**config.mk**
```make
export PLATFORM = sky130hd
export DESIGN_NAME = spx_serial_port
export DESIGN_NICKNAME = d
export VERILOG_FILES = /design/src/spx_serial_port.v /design/src/spx_sync.v
export VERILOG_INCLUDE_DIRS = /design/src
export SDC_FILE = /design/constraint.sdc
export NUM_CORES = 1
export LEC_CHECK = 0
export BUFFER_PORTS_ARGS = -buffer_cell sky130_fd_sc_hd__buf_2
export CAP_MARGIN = 40
export CORE_UTILIZATION = 50
export CTS_BUF_LIST = sky130_fd_sc_hd__clkbuf_4 sky130_fd_sc_hd__clkbuf_8 sky130_fd_sc_hd__clkbuf_16
export CTS_CLUSTER_DIAMETER = 40
export DETAILED_ROUTE_END_ITERATION = 6
export MAX_ROUTING_LAYER = met4
export PLACE_DENSITY = 0.71
export SLEW_MARGIN = 20
export SYNTH_ARGS = -nofsm -noshare
export SYNTH_HDL_FRONTEND = slang
export SYNTH_SLANG_ARGS = --single-unit
export TNS_END_PERCENT = 30
```
**constraint.sdc**
```tcl
create_clock -name aclk -period 2.4 [get_ports aclk]
set_clock_uncertainty 0.2 [all_clocks]
set_input_delay 0.24 -clock aclk [delete_from_list [all_inputs] [get_ports aclk]]
set_output_delay 0.24 -clock aclk [all_outputs]
set_load 0.01 [all_outputs]
```
**src/spx_consts.vh**
```
// Constants for the framed serial port: register map, fields, resets, word lengths
`ifndef SPX_CONSTS_VH
`define SPX_CONSTS_VH

// Register byte offsets
`define SPX_A_TXBUF    4'h0
`define SPX_A_RXBUF    4'h4
`define SPX_A_CTRL     4'h8
`define SPX_A_STAT     4'hc

// Control field positions
`define SPX_C_FSREQ    0
`define SPX_C_TXINT    1
`define SPX_C_BYTE     2

// Control reset values
`define SPX_RST_FSREQ  1'b1
`define SPX_RST_TXINT  1'b0
`define SPX_RST_BYTE   1'b0

// Status field positions
`define SPX_S_TXPEND   0
`define SPX_S_TXBUSY   1
`define SPX_S_RXBUSY   2
`define SPX_S_TXRUN    3
`define SPX_S_RXRUN    4

// Index of the last bit of a word
`define SPX_LAST16     4'hf
`define SPX_LAST8      4'h7

// Bus answers
`define SPX_RESP_OK    2'b00
`define SPX_RESP_ERR   2'b10

`endif

```
**src/spx_serial_port.v**
```verilog
// Double-buffered framed serial port with an AXI4-Lite register slave
// Behaviour
// Burst transfers only with frame sync required
// Buffer write makes internal frame pulse
// Load shifter at frame high, start at fall
// After last bit: interrupt, output tri-stated
// Refill right after interrupt restarts framing
// Receive buffer loads at last bit, then interrupt
// Byte mode keeps previous byte above
// Format bit one selects eight-bit words
// Buffer write never aborts current word
// Early refill pulses frame on final bit
// Late refill tri-states output until rewritten
// Far end pulses frame during final bit
// Unframed mode ignores frame inputs, shifts continuously
// Frame output stays low while unframed
// Unframed without refill repeats last word
// Unframed receive loads every word, overrun allowed
// Unframed stops on clock halt or reframe
// Unframed internal start: one frame pulse only
// Unframed external start waits one pulse
// First unframed word is sent twice
// Unframed receive waits one pulse, then ignores
// Send on rising, sample on falling, MSB first
// Sixteen-bit words, byte mode uses low byte
// Internal framing drives frame pin as output
// Reset clears internal framing, tri-states, aborts
//
// Our own choices: the AXI4-Lite interface to the registers and the address map.
`timescale 1ns/10ps
`include "spx_consts.vh"
module spx_serial_port #(
    parameter AW = 4
) (
    input  wire          aclk,
    input  wire          aresetn,
    input  wire [AW-1:0] s_axi_awaddr,
    input  wire          s_axi_awvalid,
    output wire          s_axi_awready,
    input  wire [31:0]   s_axi_wdata,
    input  wire [3:0]    s_axi_wstrb,
    input  wire          s_axi_wvalid,
    output wire          s_axi_wready,
    output wire [1:0]    s_axi_bresp,
    output wire          s_axi_bvalid,
    input  wire          s_axi_bready,
    input  wire [AW-1:0] s_axi_araddr,
    input  wire          s_axi_arvalid,
    output wire          s_axi_arready,
    output wire [31:0]   s_axi_rdata,
    output wire [1:0]    s_axi_rresp,
    output wire          s_axi_rvalid,
    input  wire          s_axi_rready,
    input  wire          tx_bit_clock,
    input  wire          tx_frame_sync_i,
    output wire          tx_frame_sync_o,
    output wire          tx_frame_sync_oe,
    output wire          tx_serial_out,
    output wire          tx_serial_oe,
    input  wire          rx_bit_clock,
    input  wire          rx_frame_sync,
    input  wire          rx_serial_in,
    output wire          tx_done_irq,
    output wire          rx_done_irq
);
    // Transmit states
    localparam [1:0] TX_IDLE  = 2'b00;  // Nothing loaded
    localparam [1:0] TX_LOAD  = 2'b01;  // Shifter loaded, waiting frame end
    localparam [1:0] TX_SHIFT = 2'b10;  // Sending bits
    // Receive states
    localparam [0:0] RX_IDLE  = 1'b0;   // Waiting for a frame pulse
    localparam [0:0] RX_SHIFT = 1'b1;   // Sampling bits

    // Index of the last bit for the selected format
    function [3:0] spx_last;
        input byte_mode;
        begin
            spx_last = byte_mode ? `SPX_LAST8 : `SPX_LAST16;
        end
    endfunction

    // Word as it enters the shifter, MSB at bit 15
    function [15:0] spx_align;
        input        byte_mode;
        input [15:0] word;
        begin
            spx_align = byte_mode ? {word[7:0], 8'h00} : word;
        end
    endfunction

    // Synchronised pins
    wire [4:0] pin_lvl;   // Levels after two flops
    wire [4:0] pin_rise;  // Rising edges
    wire [4:0] pin_fall;  // Falling edges

    spx_sync #(
        .W (5)
    ) u_sync (
        .aclk    (aclk),
        .aresetn (aresetn),
        .din     ({rx_serial_in, rx_frame_sync, tx_frame_sync_i,
                   rx_bit_clock, tx_bit_clock}),
        .level   (pin_lvl),
        .rise    (pin_rise),
        .fall    (pin_fall)
    );

    wire tck_rise = pin_rise[0];  // Transmit clock rose
    wire tck_fall = pin_fall[0];  // Transmit clock fell
    wire rck_rise = pin_rise[1];  // Receive clock rose
    wire rck_fall = pin_fall[1];  // Receive clock fell
    wire tfs_in   = pin_lvl[2];   // External transmit frame
    wire rfs_in   = pin_lvl[3];   // Receive frame
    wire rdat_in  = pin_lvl[4];   // Receive data

    // Control bits
    reg         fsreq_r;   // Frame sync required
    reg         txint_r;   // Transmit framing internal
    reg         byte_r;    // Byte format select
    // Bus state
    reg         aw_hold_r; // Write address taken
    reg [AW-1:0] aw_addr_r; // Held write address
    reg         w_hold_r;  // Write data taken
    reg [31:0]  w_data_r;  // Held write data
    reg [3:0]   w_strb_r;  // Held byte enables
    reg         bvalid_r;  // Write answer pending
    reg [1:0]   bresp_r;   // Write answer code
    reg         rvalid_r;  // Read answer pending
    reg [31:0]  rdata_r;   // Read answer data
    reg [1:0]   rresp_r;   // Read answer code
    // Transmit state
    reg [15:0]  tx_buffer_r;  // Software word
    reg         tx_pend_r;    // Buffer holds an unsent word
    reg [15:0]  tx_shifter_r; // Bits still to go
    reg [15:0]  tx_last_r;    // Last word loaded
    reg [1:0]   tx_st_r;      // Transmit state
    reg [3:0]   tx_cnt_r;     // Bit being sent
    reg         tx_reload_r;  // Next word loaded during final bit
    reg         tx_run_r;     // Unframed stream running
    reg         tx_fs_r;      // Internal frame pulse
    reg         tx_dat_r;     // Data pin value
    reg         tx_oe_r;      // Data pin driven
    reg         tx_irq_r;     // Transmit done pulse
    // Receive state
    reg [15:0]  rx_shifter_r; // Bits gathered
    reg [15:0]  rx_buffer_r;  // Completed word
    reg         rx_st_r;      // Receive state
    reg [3:0]   rx_cnt_r;     // Bit being sampled
    reg         rx_run_r;     // Unframed stream running
    reg         rx_due_r;     // Interrupt waits for clock rise
    reg         rx_irq_r;     // Receive done pulse

    // Bus handshakes
    assign s_axi_awready = !aw_hold_r && !bvalid_r;
    assign s_axi_wready  = !w_hold_r && !bvalid_r;
    assign s_axi_arready = !rvalid_r;
    assign s_axi_bvalid  = bvalid_r;
    assign s_axi_bresp   = bresp_r;
    assign s_axi_rvalid  = rvalid_r;
    assign s_axi_rdata   = rdata_r;
    assign s_axi_rresp   = rresp_r;

    // Pins and events
    assign tx_frame_sync_o  = tx_fs_r;
    assign tx_frame_sync_oe = txint_r;
    assign tx_serial_out    = tx_dat_r;
    assign tx_serial_oe     = tx_oe_r;
    assign tx_done_irq      = tx_irq_r;
    assign rx_done_irq      = rx_irq_r;

    // Write happens once both address and data are held
    wire        wr_go  = aw_hold_r && w_hold_r && !bvalid_r;
    wire        wr_tx  = wr_go && (aw_addr_r == `SPX_A_TXBUF);
    wire        wr_ctl = wr_go && (aw_addr_r == `SPX_A_CTRL);
    // Frame level the transmitter follows
    wire        tx_fs_in_gate = tfs_in;
    wire        tx_fs_eff = txint_r ? tx_fs_r : tx_fs_in_gate;
    wire [3:0]  tx_lastbit = spx_last(byte_r);
    wire [3:0]  rx_lastbit = spx_last(byte_r);
    // Word that follows in the unframed stream
    wire [15:0] tx_next_w = tx_pend_r ? tx_buffer_r : tx_last_r;
    wire [15:0] tx_next_al = spx_align(byte_r, tx_next_w);  // Next stream word, MSB at top
    // Software word merged with byte enables
    wire [15:0] tx_wr_w = {w_strb_r[1] ? w_data_r[15:8] : tx_buffer_r[15:8],
                           w_strb_r[0] ? w_data_r[7:0] : tx_buffer_r[7:0]};
    // Status word
    wire [31:0] stat_w = ({31'h0, tx_pend_r} << `SPX_S_TXPEND)
                       | ({31'h0, tx_st_r != TX_IDLE} << `SPX_S_TXBUSY)
                       | ({31'h0, rx_st_r} << `SPX_S_RXBUSY)
                       | ({31'h0, tx_run_r} << `SPX_S_TXRUN)
                       | ({31'h0, rx_run_r} << `SPX_S_RXRUN);
    wire [31:0] ctrl_w = ({31'h0, fsreq_r} << `SPX_C_FSREQ)
                       | ({31'h0, txint_r} << `SPX_C_TXINT)
                       | ({31'h0, byte_r} << `SPX_C_BYTE);

    // Write channel: hold address and data, perform, answer
    always @(posedge aclk) begin
        if (!aresetn) begin
            aw_hold_r <= 1'b0;
            aw_addr_r <= {AW{1'b0}};
            w_hold_r  <= 1'b0;
            w_data_r  <= 32'h0;
            w_strb_r  <= 4'h0;
            bvalid_r  <= 1'b0;
            bresp_r   <= `SPX_RESP_OK;
        end else begin
            // Take address
            if (s_axi_awvalid && s_axi_awready) begin
                aw_hold_r <= 1'b1;
                aw_addr_r <= s_axi_awaddr;
            end
            // Take data
            if (s_axi_wvalid && s_axi_wready) begin
                w_hold_r <= 1'b1;
                w_data_r <= s_axi_wdata;
                w_strb_r <= s_axi_wstrb;
            end
            // Both present: answer
            if (wr_go) begin
                aw_hold_r <= 1'b0;
                w_hold_r  <= 1'b0;
                bvalid_r  <= 1'b1;
                if (aw_addr_r == `SPX_A_TXBUF || aw_addr_r == `SPX_A_CTRL) begin
                    bresp_r <= `SPX_RESP_OK;
                end else if (aw_addr_r == `SPX_A_RXBUF || aw_addr_r == `SPX_A_STAT) begin
                    bresp_r <= `SPX_RESP_OK;  // Read-only, write ignored
                end else begin
                    bresp_r <= `SPX_RESP_ERR;
                end
            end else if (bvalid_r && s_axi_bready) begin
                bvalid_r <= 1'b0;
            end
        end
    end

    // Control register
    always @(posedge aclk) begin
        if (!aresetn) begin
            fsreq_r <= `SPX_RST_FSREQ;
            txint_r <= `SPX_RST_TXINT;
            byte_r  <= `SPX_RST_BYTE;
        end else if (wr_ctl && w_strb_r[0]) begin
            fsreq_r <= w_data_r[`SPX_C_FSREQ];
            txint_r <= w_data_r[`SPX_C_TXINT];
            byte_r  <= w_data_r[`SPX_C_BYTE];
        end
    end

    // Read channel
    always @(posedge aclk) begin
        if (!aresetn) begin
            rvalid_r <= 1'b0;
            rdata_r  <= 32'h0;
            rresp_r  <= `SPX_RESP_OK;
        end else if (s_axi_arvalid && !rvalid_r) begin
            rvalid_r <= 1'b1;
            rresp_r  <= `SPX_RESP_OK;
            if (s_axi_araddr == `SPX_A_TXBUF) begin
                rdata_r <= {16'h0, tx_buffer_r};
            end else if (s_axi_araddr == `SPX_A_RXBUF) begin
                rdata_r <= {16'h0, rx_buffer_r};
            end else if (s_axi_araddr == `SPX_A_CTRL) begin
                rdata_r <= ctrl_w;
            end else if (s_axi_araddr == `SPX_A_STAT) begin
                rdata_r <= stat_w;
            end else begin
                rdata_r <= 32'h0;
                rresp_r <= `SPX_RESP_ERR;
            end
        end else if (rvalid_r && s_axi_rready) begin
            rvalid_r <= 1'b0;
        end
    end

    // Transmitter, stepped by synchronised clock edges
    always @(posedge aclk) begin
        if (!aresetn) begin
            tx_buffer_r  <= 16'h0;
            tx_pend_r    <= 1'b0;
            tx_shifter_r <= 16'h0;
            tx_last_r    <= 16'h0;
            tx_st_r      <= TX_IDLE;
            tx_cnt_r     <= 4'h0;
            tx_reload_r  <= 1'b0;
            tx_run_r     <= 1'b0;
            tx_fs_r      <= 1'b0;
            tx_dat_r     <= 1'b0;
            tx_oe_r      <= 1'b0;
            tx_irq_r     <= 1'b0;
        end else begin
            tx_irq_r <= 1'b0;
            if (tck_rise) begin
                case (tx_st_r)
                    TX_IDLE: begin
                        // Pulse only in framed mode or before an unframed start
                        if (tx_pend_r && txint_r && !tx_run_r) begin
                            tx_fs_r <= 1'b1;
                        end
                    end
                    TX_LOAD: begin
                        // Frame ends: begin sending the MSB
                        if (txint_r || !tx_fs_eff) begin
                            tx_fs_r      <= 1'b0;
                            tx_dat_r     <= tx_shifter_r[15];
                            tx_shifter_r <= {tx_shifter_r[14:0], 1'b0};
                            tx_cnt_r     <= 4'h0;
                            tx_oe_r      <= 1'b1;
                            tx_st_r      <= TX_SHIFT;
                            tx_run_r     <= !fsreq_r;
                        end
                    end
                    TX_SHIFT: begin
                        if (tx_cnt_r == tx_lastbit) begin
                            tx_irq_r <= 1'b1;
                            tx_cnt_r <= 4'h0;
                            if (!fsreq_r) begin
                                // Stream on, refilled or repeated
                                tx_dat_r     <= tx_next_al[15];
                                tx_shifter_r <= {tx_next_al[14:0], 1'b0};
                                tx_last_r    <= tx_next_w;
                                tx_pend_r    <= 1'b0;
                                tx_fs_r      <= 1'b0;
                                tx_run_r     <= 1'b1;
                            end else if (tx_reload_r) begin
                                // Next word already loaded
                                tx_fs_r      <= 1'b0;
                                tx_dat_r     <= tx_shifter_r[15];
                                tx_shifter_r <= {tx_shifter_r[14:0], 1'b0};
                                tx_reload_r  <= 1'b0;
                                tx_run_r     <= 1'b0;
                            end else begin
                                // No refill: release the pin
                                tx_oe_r  <= 1'b0;
                                tx_st_r  <= TX_IDLE;
                                tx_run_r <= 1'b0;
                            end
                        end else begin
                            tx_dat_r     <= tx_shifter_r[15];
                            tx_shifter_r <= {tx_shifter_r[14:0], 1'b0};
                            tx_cnt_r     <= tx_cnt_r + 4'h1;
                            // Final bit starting with a word waiting
                            if (tx_cnt_r + 4'h1 == tx_lastbit && tx_pend_r
                                && txint_r && fsreq_r) begin
                                tx_fs_r <= 1'b1;
                            end
                        end
                    end
                    default: begin
                        tx_st_r <= TX_IDLE;
                    end
                endcase
            end else if (tck_fall && tx_fs_eff && tx_pend_r) begin
                // Frame high, clock low: copy buffer into shifter
                if (tx_st_r == TX_IDLE && !tx_run_r) begin
                    tx_shifter_r <= spx_align(byte_r, tx_buffer_r);
                    tx_last_r    <= tx_buffer_r;
                    tx_pend_r    <= 1'b0;
                    tx_st_r      <= TX_LOAD;
                end else if (tx_st_r == TX_SHIFT && tx_cnt_r == tx_lastbit
                             && fsreq_r && !tx_reload_r) begin
                    tx_shifter_r <= spx_align(byte_r, tx_buffer_r);
                    tx_last_r    <= tx_buffer_r;
                    tx_pend_r    <= 1'b0;
                    tx_reload_r  <= 1'b1;
                end
            end
            // Software write lands last so it is never lost
            if (wr_tx) begin
                tx_buffer_r <= tx_wr_w;
                tx_pend_r   <= 1'b1;
            end
        end
    end

    // Receiver, stepped by synchronised clock edges
    always @(posedge aclk) begin
        if (!aresetn) begin
            rx_shifter_r <= 16'h0;
            rx_buffer_r  <= 16'h0;
            rx_st_r      <= RX_IDLE;
            rx_cnt_r     <= 4'h0;
            rx_run_r     <= 1'b0;
            rx_due_r     <= 1'b0;
            rx_irq_r     <= 1'b0;
        end else begin
            rx_irq_r <= 1'b0;
            if (rck_fall) begin
                case (rx_st_r)
                    RX_IDLE: begin
                        // One frame pulse opens a word or a stream
                        if (rfs_in) begin
                            rx_st_r  <= RX_SHIFT;
                            rx_cnt_r <= 4'h0;
                        end
                    end
                    RX_SHIFT: begin
                        rx_shifter_r <= {rx_shifter_r[14:0], rdat_in};
                        if (rx_cnt_r == rx_lastbit) begin
                            // Clock low after the last bit: post the word
                            if (byte_r) begin
                                rx_buffer_r <= {rx_buffer_r[7:0],
                                                rx_shifter_r[6:0], rdat_in};
                            end else begin
                                rx_buffer_r <= {rx_shifter_r[14:0], rdat_in};
                            end
                            rx_due_r <= 1'b1;
                            rx_cnt_r <= 4'h0;
                            rx_run_r <= !fsreq_r;
                            // Framed: continue only on a pulse in the final bit
                            if (fsreq_r && !rfs_in) begin
                                rx_st_r <= RX_IDLE;
                            end
                        end else begin
                            rx_cnt_r <= rx_cnt_r + 4'h1;
                        end
                    end
                    default: begin
                        rx_st_r <= RX_IDLE;
                    end
                endcase
            end
            // Interrupt on the next rising receive clock
            if (rck_rise && rx_due_r) begin
                rx_irq_r <= 1'b1;
                rx_due_r <= 1'b0;
            end
        end
    end
endmodule // spx_serial_port

```
**src/spx_sync.v**
```verilog
// Two-flop synchroniser with edge detection for the serial port pins
`timescale 1ns/10ps
module spx_sync #(
    parameter W = 5
) (
    input  wire         aclk,
    input  wire         aresetn,
    input  wire [W-1:0] din,
    output wire [W-1:0] level,
    output wire [W-1:0] rise,
    output wire [W-1:0] fall
);
    reg [W-1:0] meta_r;  // First stage, read only by the second
    reg [W-1:0] sync_r;  // Second stage, safe level
    reg [W-1:0] prev_r;  // Delayed copy for edge detection

    // Synchronise and delay
    always @(posedge aclk) begin
        if (!aresetn) begin
            meta_r <= {W{1'b0}};
            sync_r <= {W{1'b0}};
            prev_r <= {W{1'b0}};
        end else begin
            meta_r <= din;
            sync_r <= meta_r;
            prev_r <= sync_r;
        end
    end

    assign level = sync_r;
    assign rise  = sync_r & ~prev_r;
    assign fall  = ~sync_r & prev_r;
endmodule // spx_sync
```
## After elaboration in Yosys (flattened, before gate mapping)

Cells that the tools add are included.

- Add/sub/neg operators: 2
- Equality and inequality tests: 34
- Muxes and demuxes: 92
- Bitwise logic cells: 12
- Reduce and logical (&&, ||, !) cells: 69

Operators by type and width:

| operator | count |
|---|---|
| $mux W16 | 21 |
| $mux W1 | 42 |
| $pmux W16 S2 | 1 |
| $mux W2 | 13 |
| $logic_and A1 B1 Y1 | 25 |
| $mux W4 | 5 |
| $reduce_and A6 Y1 | 3 |
| $eq A4 B4 Y1 const B | 4 |
| $ne A2 B2 Y1 const B | 8 |
| $pmux W4 S2 | 2 |
| $ne A3 B3 Y1 const B | 5 |
| $reduce_and A5 Y1 | 3 |
| $reduce_bool A2 Y1 | 7 |
| $eq A4 B4 Y1 | 3 |
| $mux W5 | 2 |
| $logic_not A1 Y1 | 9 |
| $ne A3 B1 Y1 const B | 3 |
| $reduce_and A3 Y1 | 3 |
| $reduce_bool A3 Y1 | 3 |
| $add A4 B1 Y4 const B | 2 |
| $eq A4 B3 Y1 const B | 2 |
| $logic_not A4 Y1 | 2 |
| $ne A2 B1 Y1 const B | 4 |
| $pmux W1 S2 | 4 |
| other kinds (21) | 33 |

- Register bits: 177
- Bits of input ports: 56
- Output and inout bits: 47
- Logic and storage cells: 245

## Depth between registers and ports, before layout

Gate-level depths: netlist of run 1.

- Depth in word-level cells: 10
- Mapped depth: 10
- Gate-level depth less buffers: 7

## Hierarchy

Synthesis of run 1 repeated with hierarchy kept, for this count alone.

- Cell total of the unflattened synthesis: 864
- Area total of the unflattened synthesis: 7,505.9 um2

Modules (own cells, without submodules):

| module | instances | cells an instance | area each (um2) | sequential area each (um2) |
|---|---|---|---|---|
| spx_serial_port | 1 | 823 | 7,024.2 | 2,942.8 |
| spx_sync | 1 | 41 | 481.7 | 300.3 |

## Worst setup path before layout of run 1

OpenSTA, ideal clock, no wires.

- Kind: flip-flop to flip-flop
- Start: register tx_st_r[0]
- End: register tx_shifter_r[13]
- Library setup time: 122 ps
- Arrival: 1,849 ps
- Data required time: 2,078 ps
- Slack: 229 ps
- Stages on the path, launching flop included: 11
- Buffers on the path: 3
- Period minus slack after synthesis: 2,171 ps
- Cells stage by stage: dfxtp_1 -> inv_1 -> ha_1 -> buf_2 -> nand4b_2 -> or2_1 -> buf_2 -> buf_2 -> a22o_1 -> o21ai_0 -> mux2i_1

- Longest elaborated chain between the ends: 6
- Elaborated cells between the ends (all ways): 16
- Classes of those cells: eq/ne (5); mux (4); reduce/logical (7)

Ends and longest elaborated chain:

| element | line | RTL |
|---|---|---|
| from (decl) | spx_serial_port.v:136 | `reg [1:0] tx_st_r;` |
| from (signal assigned) | spx_serial_port.v:282 | `tx_st_r <= TX_IDLE;` |
| from (signal assigned) | spx_serial_port.v:308 | `tx_st_r <= TX_SHIFT;` |
| from (signal assigned) | spx_serial_port.v:334 | `tx_st_r <= TX_IDLE;` |
| $eq A2 B2 Y1 | spx_serial_port.v:293, spx_serial_port.v:359 |  |
| $logic_and A1 B1 Y1 | spx_serial_port.v:359 | `end else if (tx_st_r == TX_SHIFT && tx_cnt_r == tx_lastbit` |
| $logic_and A1 B1 Y1 (2 in series) | spx_serial_port.v:360 | `&& fsreq_r && !tx_reload_r) begin` |
| $reduce_bool A3 Y1 (no line) | n/a |  |
| $reduce_and A5 Y1 (no line) | n/a |  |
| to (signal assigned) | spx_serial_port.v:339 | `tx_shifter_r <= {tx_shifter_r[14:0], 1'b0};` |
| to (signal assigned) | spx_serial_port.v:355 | `tx_shifter_r <= spx_align(byte_r, tx_buffer_r);` |
| to (signal assigned) | spx_serial_port.v:361 | `tx_shifter_r <= spx_align(byte_r, tx_buffer_r);` |
| to (decl) | spx_serial_port.v:134 | `reg [15:0] tx_shifter_r;` |

Parallel ways exist; a longest one is shown, timed or not. The select of a mux whose other input is x is not followed.
A chain may end at the register's enable or synchronous reset.

## Worst setup path in the final report of run 1

- Start: register tx_st_r[0]
- End: register tx_shifter_r[2]

Same word-level chain as after synthesis.

==> results.md, run 1 <==
- Run status: finished, final reports clean
- Clock sinks: 159
- Post-layout nets: 989
- Layout cell share with drive strength beyond 1: 0.161
- Final setup viols: 0
- Asr flop ratio synth: 0
- Main flop type after synthesis: dfxtp_1
- Drt pass-1 iters: 5
- Starting Density: 0.515
- I/O pins: 103
- Ant. Diodes: 0
- Chip height: 122 um
- Remaining DRCs: 0
- Number of port buffers: 66
- First-pass GRT wire length: 28500 um
- CTS tree: yes
- Post-DP HPWL: 11700 um
- Post-Route WL: 17700 um
- Clk buf depth: 2
- Remaining global-route overflow: 0
- Layout area overhead: 20.3%
- Vias in the first global route: 5748
- Root buffer cell: clkbuf_16
- R2R setup slack: 150 ps
- CP max FO: 22
- Syn_area_per_cell: 8.60 um^2
- Crit share post-route: 0.937
- Die width: 122 um
- DIE AREA: 14900 um^2
- Pins Over Slew Limit: 0
- DRT antenna net count: 0
- Final Critical Period: 2250 ps
- Relative slew slack: 0.539
- Post-DR wirelength/cell: 15.8 um
- Initial DRC Count: 533
- Post-synthesis cell count: 838
- Leakage power: 3.37 nW
- Post-Place Setup Slack: 161 ps
- Antenna violations before repair: 0
- Worst vdd ir: 0.000540 V
- Placer Congestion: 0.865
- Worst-margin pin slew: 691 ps
- CP startpoint kind: register
- Vias per cell: 5.62
- Unique masters post-synth: 64
- Setup CP Type: reg -> reg
- WP data required: 2530 ps
- PwrDens: 693 nW/um^2
- Max-cap violation count: 0
- Row count: 43
- Min-delay worst type: in -> reg
- Total Routing Usage GR: 0.256
- Clk slew on worst S/H paths: 60 ps
- Setup ws final: 151 ps
- Endpoint class of the critical path: register
- Core area: 14000 um^2
- Mapped cell area: 7200 um^2
- Post-Route Setup TNS: 0 ps
- Largest net degree at the start of global routing: 63
- Fmax: 0.445 GHz
- Worst skew pair latency: 430 ps
- Total number of vias: 6291
- Hold Vio Cnt, Final: 0
- Flops & latches, synth: 159
- RSZ-0062 raised after global routing: false
- H-tree depth: 4
- Yosys warns: 0
- Seq/Total Area, Yosys: 0.442
- Number of synthesized flops with an enable pin: 0
- Total CTS buffers: 17
- Crit path DAT: 2380 ps
- Total power: 6.01 mW
-- synthesized netlist by cell type, drive strengths merged, types with 2 or more instances --
master / instances / area share
mux2i: 74 / 0.10
buf: 37 / 0.033
a31oi: 2 / 0.0017
o211ai: 2 / 0.0021
o31ai: 5 / 0.0080
a21oi: 84 / 0.059
nor2: 79 / 0.043
nand3: 27 / 0.019
nor3: 22 / 0.017
and3b: 2 / 0.0024
or4: 2 / 0.0021
dfxtp: 159 / 0.44
nand2: 128 / 0.068
a211o: 2 / 0.0024
nor2b: 7 / 0.0061
a22oi: 4 / 0.0042
and2: 17 / 0.015
a32oi: 5 / 0.0061
o21ai: 30 / 0.021
o221ai: 3 / 0.0045
a211oi: 23 / 0.024
ha: 7 / 0.012
inv: 10 / 0.0052
nand2b: 6 / 0.0052
o211a: 4 / 0.0056
o311ai: 2 / 0.0024
nand3b: 4 / 0.0042
a22o: 9 / 0.011
xnor2: 3 / 0.0063
nor4: 3 / 0.0026
or3: 4 / 0.0042
a21o: 3 / 0.0031
a221oi: 13 / 0.016
a311oi: 2 / 0.0024
nand4: 3 / 0.0026
clkbuf: 39 / 0.020
-- final timing paths --
path / depth (start not counted) / to / start
hold reg to reg: 1 / u_sync.level[0] / u_sync.meta_r[0]
hold / removal: 3 / s_axi_rresp[1] / s_axi_araddr[1]
setup reg to reg: 8 / tx_shifter_r[2] / tx_st_r[0]
setup / recovery: 8 / tx_shifter_r[2] / tx_st_r[0]
-- layout by cell type, fill, tap and decap left out, types with 5 or more instances in the layout --
| cell | netlist | final |
|---|---|---|
| clkbuf_16 | 0 | 17 |
| a22o_1 | 9 | 9 |
| a211oi_1 | 23 | 23 |
| nor3_1 | 20 | 20 |
| nand3_1 | 26 | 26 |
| a32oi_1 | 5 | 5 |
| nor2_1 | 77 | 77 |
| ha_1 | 7 | 6 |
| nand2b_1 | 6 | 6 |
| buf_4 | 20 | 28 |
| and2_1 | 17 | 17 |
| dlygate4sd3_1 | 0 | 30 |
| mux2i_1 | 74 | 74 |
| o21ai_0 | 29 | 29 |
| nand2_1 | 127 | 127 |
| nor2b_1 | 7 | 7 |
| buf_2 | 12 | 66 |
| a221oi_1 | 13 | 13 |
| dfxtp_1 | 159 | 158 |
| a21oi_1 | 83 | 83 |
| conb_1 | 1 | 18 |
| inv_1 | 10 | 9 |
-- kinds of logic (layout without fill, tap and decap cells) --
logic type	after synthesis	in the layout	share of synthesized area
DFF	159	159	0.442
muxes	75	75	0.104
buffers and inverters	86	170	0.0585
other	1	18	0.000521
AOI/OAI and AO/OA	197	197	0.178
xor gates and xnor gates	4	4	0.00747
and+or+nand+nor	309	309	0.197
adders and majority gates	7	7	0.0122
-- final cells by class --
class	instances	area, um^2
inverter	10	40.0
clock inverter	13	176
fill	1200	5320
clock buffer	19	447
multi-input combinational	610	3670
tap	180	225
timing repair buffer	128	921
sequential	159	3180
-- power breakdown --
| part | internal, mW | switching, mW | total, mW |
|---|---|---|---|
| combinational | 0.171 | 0.251 | 0.422 |
| sequential | 2.70 | 0.0444 | 2.75 |
| clock | 1.70 | 1.14 | 2.84 |
-- state kept, by name, indices dropped and copies added (netlist names), 5 cells and up --
signal	flops
tx_last_r	16
tx_shifter_r	16
u_sync.level	5
rx_buffer_r	16
rx_shifter_r	15
w_data_r	16
tx_buffer_r	16
u_sync.meta_r	5
s_axi_rdata	16
-- per-stage QoR --
stage / util / std cells / area, um^2 / hold slack [ps]
5_1_grt: 0.619 / 1119 / 8660 / 85.2
4_1_cts: 0.619 / 1119 / 8660 / 13.5
3_5_place_dp: 0.553 / 1057 / 7740 / 220
3_3_place_gp: 0.553 / 1057 / 7740 / 217
2_1_floorplan: - / 855 / 7270 / 139
6_report: 0.619 / 1119 / 8660 / 23.3
-- timing repair --
item / CTS / global route
setup buffers: 0 / 0
setup endpoints to repair: 0 / 2
endpoints found under the hold margin: 29 / 0
gates resized for setup: 0 / 1
hold buffers: 30 / 0
-- routing by layer --
| layer | share of wire | wire length [um] | track usage |
|---|---|---|---|
| met2 | 0.48 | 8450 | 0.405 |
| met1 | 0.46 | 8110 | 0.322 |
| met3 | 0.044 | 774 | 0.0543 |
| met5 | 0 | 0 | - |
| met4 | 0.022 | 392 | 0.0864 |
-- worst max-delay path: stages, from the launching register on --
cell,delay [ps]
dfxtp_1,330
inv_1,100
ha_1,250
nand4b_2,140
or2_1,220
buf_4,220
o31ai_1,330
a32oi_1,90
a211oi_1,270
Power figures use the tool's default switching activity.
==> run 2: changes to the inputs <==
--- a/config.mk
+++ b/config.mk
@@ -6,16 +6,16 @@
 export SDC_FILE = /design/constraint.sdc
 export NUM_CORES = 1
 export LEC_CHECK = 0
-export BUFFER_PORTS_ARGS = -buffer_cell sky130_fd_sc_hd__buf_2
 export CAP_MARGIN = 40
 export CORE_UTILIZATION = 50
 export CTS_BUF_LIST = sky130_fd_sc_hd__clkbuf_4 sky130_fd_sc_hd__clkbuf_8 sky130_fd_sc_hd__clkbuf_16
 export CTS_CLUSTER_DIAMETER = 40
 export DETAILED_ROUTE_END_ITERATION = 6
+export DONT_BUFFER_PORTS = 1
 export MAX_ROUTING_LAYER = met4
-export PLACE_DENSITY = 0.71
 export SLEW_MARGIN = 20
 export SYNTH_ARGS = -nofsm -noshare
 export SYNTH_HDL_FRONTEND = slang
+export SYNTH_HIERARCHICAL = 1
 export SYNTH_SLANG_ARGS = --single-unit
 export TNS_END_PERCENT = 30
==> run 2 against run 1 <==
  * The flow now finishes with violations (design-rule violations, negative hold slack)
  * Critical path depth unchanged
  * Clock-buffer cell count unchanged
  * Combinational power decreased by 15%
  * Sequential power about the same
  * Maximum frequency decreased by 4.5%
  * Register-to-register slack got worse by 110 ps
  * Non-clock buffer count decreased by 23
  * Synthesized cell count increased by 1.7%
  * Core utilization decreased by 0.15 points
  * Clock power decreased by 7.4%
  * Critical endpoint is now rx_run_r
  * Highest routed layer unchanged
==> results.md, run 2 <==
- Run status: complete, but fails checks (was finished, final reports clean)
- Violated checks: design-rule violations, negative hold slack
- Setup CP Type: reg -> reg (unchanged)
- I/O pins: 103 (unchanged)
- Pins Over Slew Limit: 0 (unchanged)
- Antenna violations before repair: 0 (unchanged)
- Commonest non-fill, non-tap cell in the layout: dfxtp_1 (unchanged)
- Hold Crit Depth: 3 (unchanged)
- Post-DR wirelength/cell: 17.0 um (was 15.8 um)
- CP max FO: 20 (was 22)
- Setup ws final: 45.3 ps (was 151 ps)
- WP data required: 2520 ps (was 2530 ps)
- Syn_area_per_cell: 8.67 um^2 (was 8.60 um^2)
- DIE AREA: 15300 um^2 (was 14900 um^2)
- Post-DP HPWL: 11700 um (about the same)
- Post-Place Setup Slack: 103 ps (was 161 ps)
- Area of the multi-input gates: 3890 um^2 (was 3670 um^2)
- Post-layout nets: 977 (was 989)
- Hold_sp: s_axi_wvalid (was s_axi_araddr[1])
- H-tree depth: 4 (unchanged)
- Chip height: 124 um (was 122 um)
- Fmax: 0.425 GHz (was 0.445 GHz)
- Root buffer cell: clkbuf_16 (unchanged)
- R2R cell count: 8 (unchanged)
- Clk slew on worst S/H paths: 70 ps (was 60 ps)
- Leakage power: 3.37 nW (about the same)
- Placer Congestion: 0.862 (was 0.865)
- Core area: 14500 um^2 (was 14000 um^2)
- Clk buf depth: 2 (unchanged)
- Post-synthesis cell count: 852 (was 838)
- Reg area: 3180 um^2 (unchanged)
- Worst vdd ir: 0.000675 V (was 0.000540 V)
- Endpoint class of the critical path: register (unchanged)
- CTS tree: yes (unchanged)
- Total power: 5.75 mW (was 6.01 mW)
- Layout area overhead: 21.1% (was 20.3%)
- Fin util: 0.618 (was 0.619)
- Number of port buffers: 0 (was 66)
- Worst-margin pin slew: 632 ps (was 691 ps)
- Vias per cell: 5.55 (was 5.62)
- CP startpoint kind: register (unchanged)
- Critical Path End: rx_run_r (was tx_shifter_r[2])
- Ant. Diodes: 0 (unchanged)
- RR Endpoint: rx_run_r (was tx_shifter_r[2])
- Initial DRC Count: 504 (was 533)
- Clock sinks: 159 (unchanged)
- Most frequent cells in the layout: dfxtp_1, nand2_1, dlygate4sd3_1 (was dfxtp_1, nand2_1, a21oi_1)
- R2R setup slack: 50 ps (was 150 ps)
- First-pass GRT wire length: 29900 um (was 28500 um)
- Yosys warns: 6 (was 0)
- Min-delay worst type: in -> reg (unchanged)
- DRT antenna net count: 0 (unchanged)
- Relative slew slack: 0.576 (was 0.539)
- Starting Density: 0.510 (was 0.515)
- CP Launch Point: byte_r (was tx_st_r[0])
- Crit path DAT: 2480 ps (was 2380 ps)
- RSZ-0062 raised after global routing: true (was false)
- Hold Vio Cnt, Final: 1 (was 0)
- Worst skew pair latency: 430 ps (about the same)
- WHS: -6.38 ps (was 23.3 ps)
- Total number of vias: 6166 (was 6291)
- Largest net degree at the start of global routing: 130 (was 63)
- PwrDens: 642 nW/um^2 (was 693 nW/um^2)
- Total Routing Usage GR: 0.266 (was 0.256)
- Total CTS buffers: 17 (unchanged)
- Reg-to-Reg Start: byte_r (was tx_st_r[0])
- Final setup viols: 0 (unchanged)
- Vias in the first global route: 5845 (was 5748)
- Fill count: 1265 (was 1200)
- Crit share post-route: 0.981 (was 0.937)
- Post-Route WL: 18900 um (was 17700 um)
- Remaining DRCs: 1 (was 0)
- Remaining global-route overflow: 0 (unchanged)
- Cell at the slowest stage of the critical path: dlygate4sd3_1 (was dfxtp_1)
- Row count: 44 (was 43)
- Max-cap violation count: 0 (unchanged)
- Layout cell share with drive strength beyond 1: 0.106 (was 0.161)
- Die width: 124 um (was 122 um)
- Crit-path max cell delay: 540 ps (was 330 ps)
- Drt pass-1 iters: 7 (was 5)
- Mapped cell area: 7390 um^2 (was 7200 um^2)
- Final Critical Period: 2350 ps (was 2250 ps)
- CP Cell Sequence: buf_12, xor2_2, nand4_1, buf_4, nand2_1, o21ai_0, and2_1, dlygate4sd3_1 (was inv_1, ha_1, nand4b_2, or2_1, buf_4, o31ai_1, a32oi_1, a211oi_1)
## run 2: changes by cell type in the layout (fill, tap and decap cells not counted), sizes merged, moves of 16 or more
cell and change:
buf -71, a21boi +65, a21oi -64, nor2 -50
dlygate4sd3 +48, mux2i -44, nor2b +31, nand2 +29
nand3 +21, a211oi -16
## run 2: layout make-up
cell class	instances	share of cell area
multi-input cells	624	0.434
repair buffers	105	0.117
well taps	184	0.0257
clock buffers	19	0.0499
flip-flops and latches	159	0.356
inverters	7	0.00294
clock inverters	12	0.0138
## run 2: worst max-delay path: cells and delay by family, from the launching register on
family                 cells  cell delay (ps)
buffers and inverters      3              960
AND/OR/NAND/NOR            3              400
flip-flops                 1              410
AO/OA/AOI/OAI              1               60
XOR/XNOR                   1              190
## run 2: through the flow
stage	setup TNS [ps]	cell area [um^2]	hold WS, ps	cells
floorplan	0	7450	178	869
global placement	0	7470	120	996
detailed placement	0	7470	121	996
CTS	0	8850	26.5	1106
global route	-84.6	8950	14.2	1110
finish	0	8950	-6.38	1110
## run 2: worst min path at each step
stage                                  to  slack (ps)
after global routing          w_strb_r[0]          10
after floorplan              s_axi_rvalid         180
after CTS                 s_axi_rdata[10]          30
final                         w_strb_r[0]          -6
after detailed placement          fsreq_r         120
after global placement            fsreq_r         120
## run 2: report_power, final
group	internal, mW	total (mW)	leakage, nW	switching, mW
sequential	2.70	2.75	1.29	0.0548
combinational	0.175	0.360	1.81	0.185
clock	1.48	2.63	0.275	1.15
total	4.36	5.75	3.37	1.39
## run 2: timing repair
| item | CTS | global route |
|---|---|---|
| setup endpoints to repair | 0 | 25 |
| hold endpoints to repair | 159 | 0 |
| resized for setup | 0 | 13 |
| hold buffers | 79 | 0 |
| buffers inserted | 0 | 3 |
## run 2: routing by layer
metal	vias up	part of all wire	track usage	wire length, um
met5	-	0	-	0
met4	0	0.024	0.100	459
met3	38	0.038	0.0535	713
met2	143	0.47	0.417	8890
met1	2918	0.47	0.338	8810
li1	3067	-	-	-
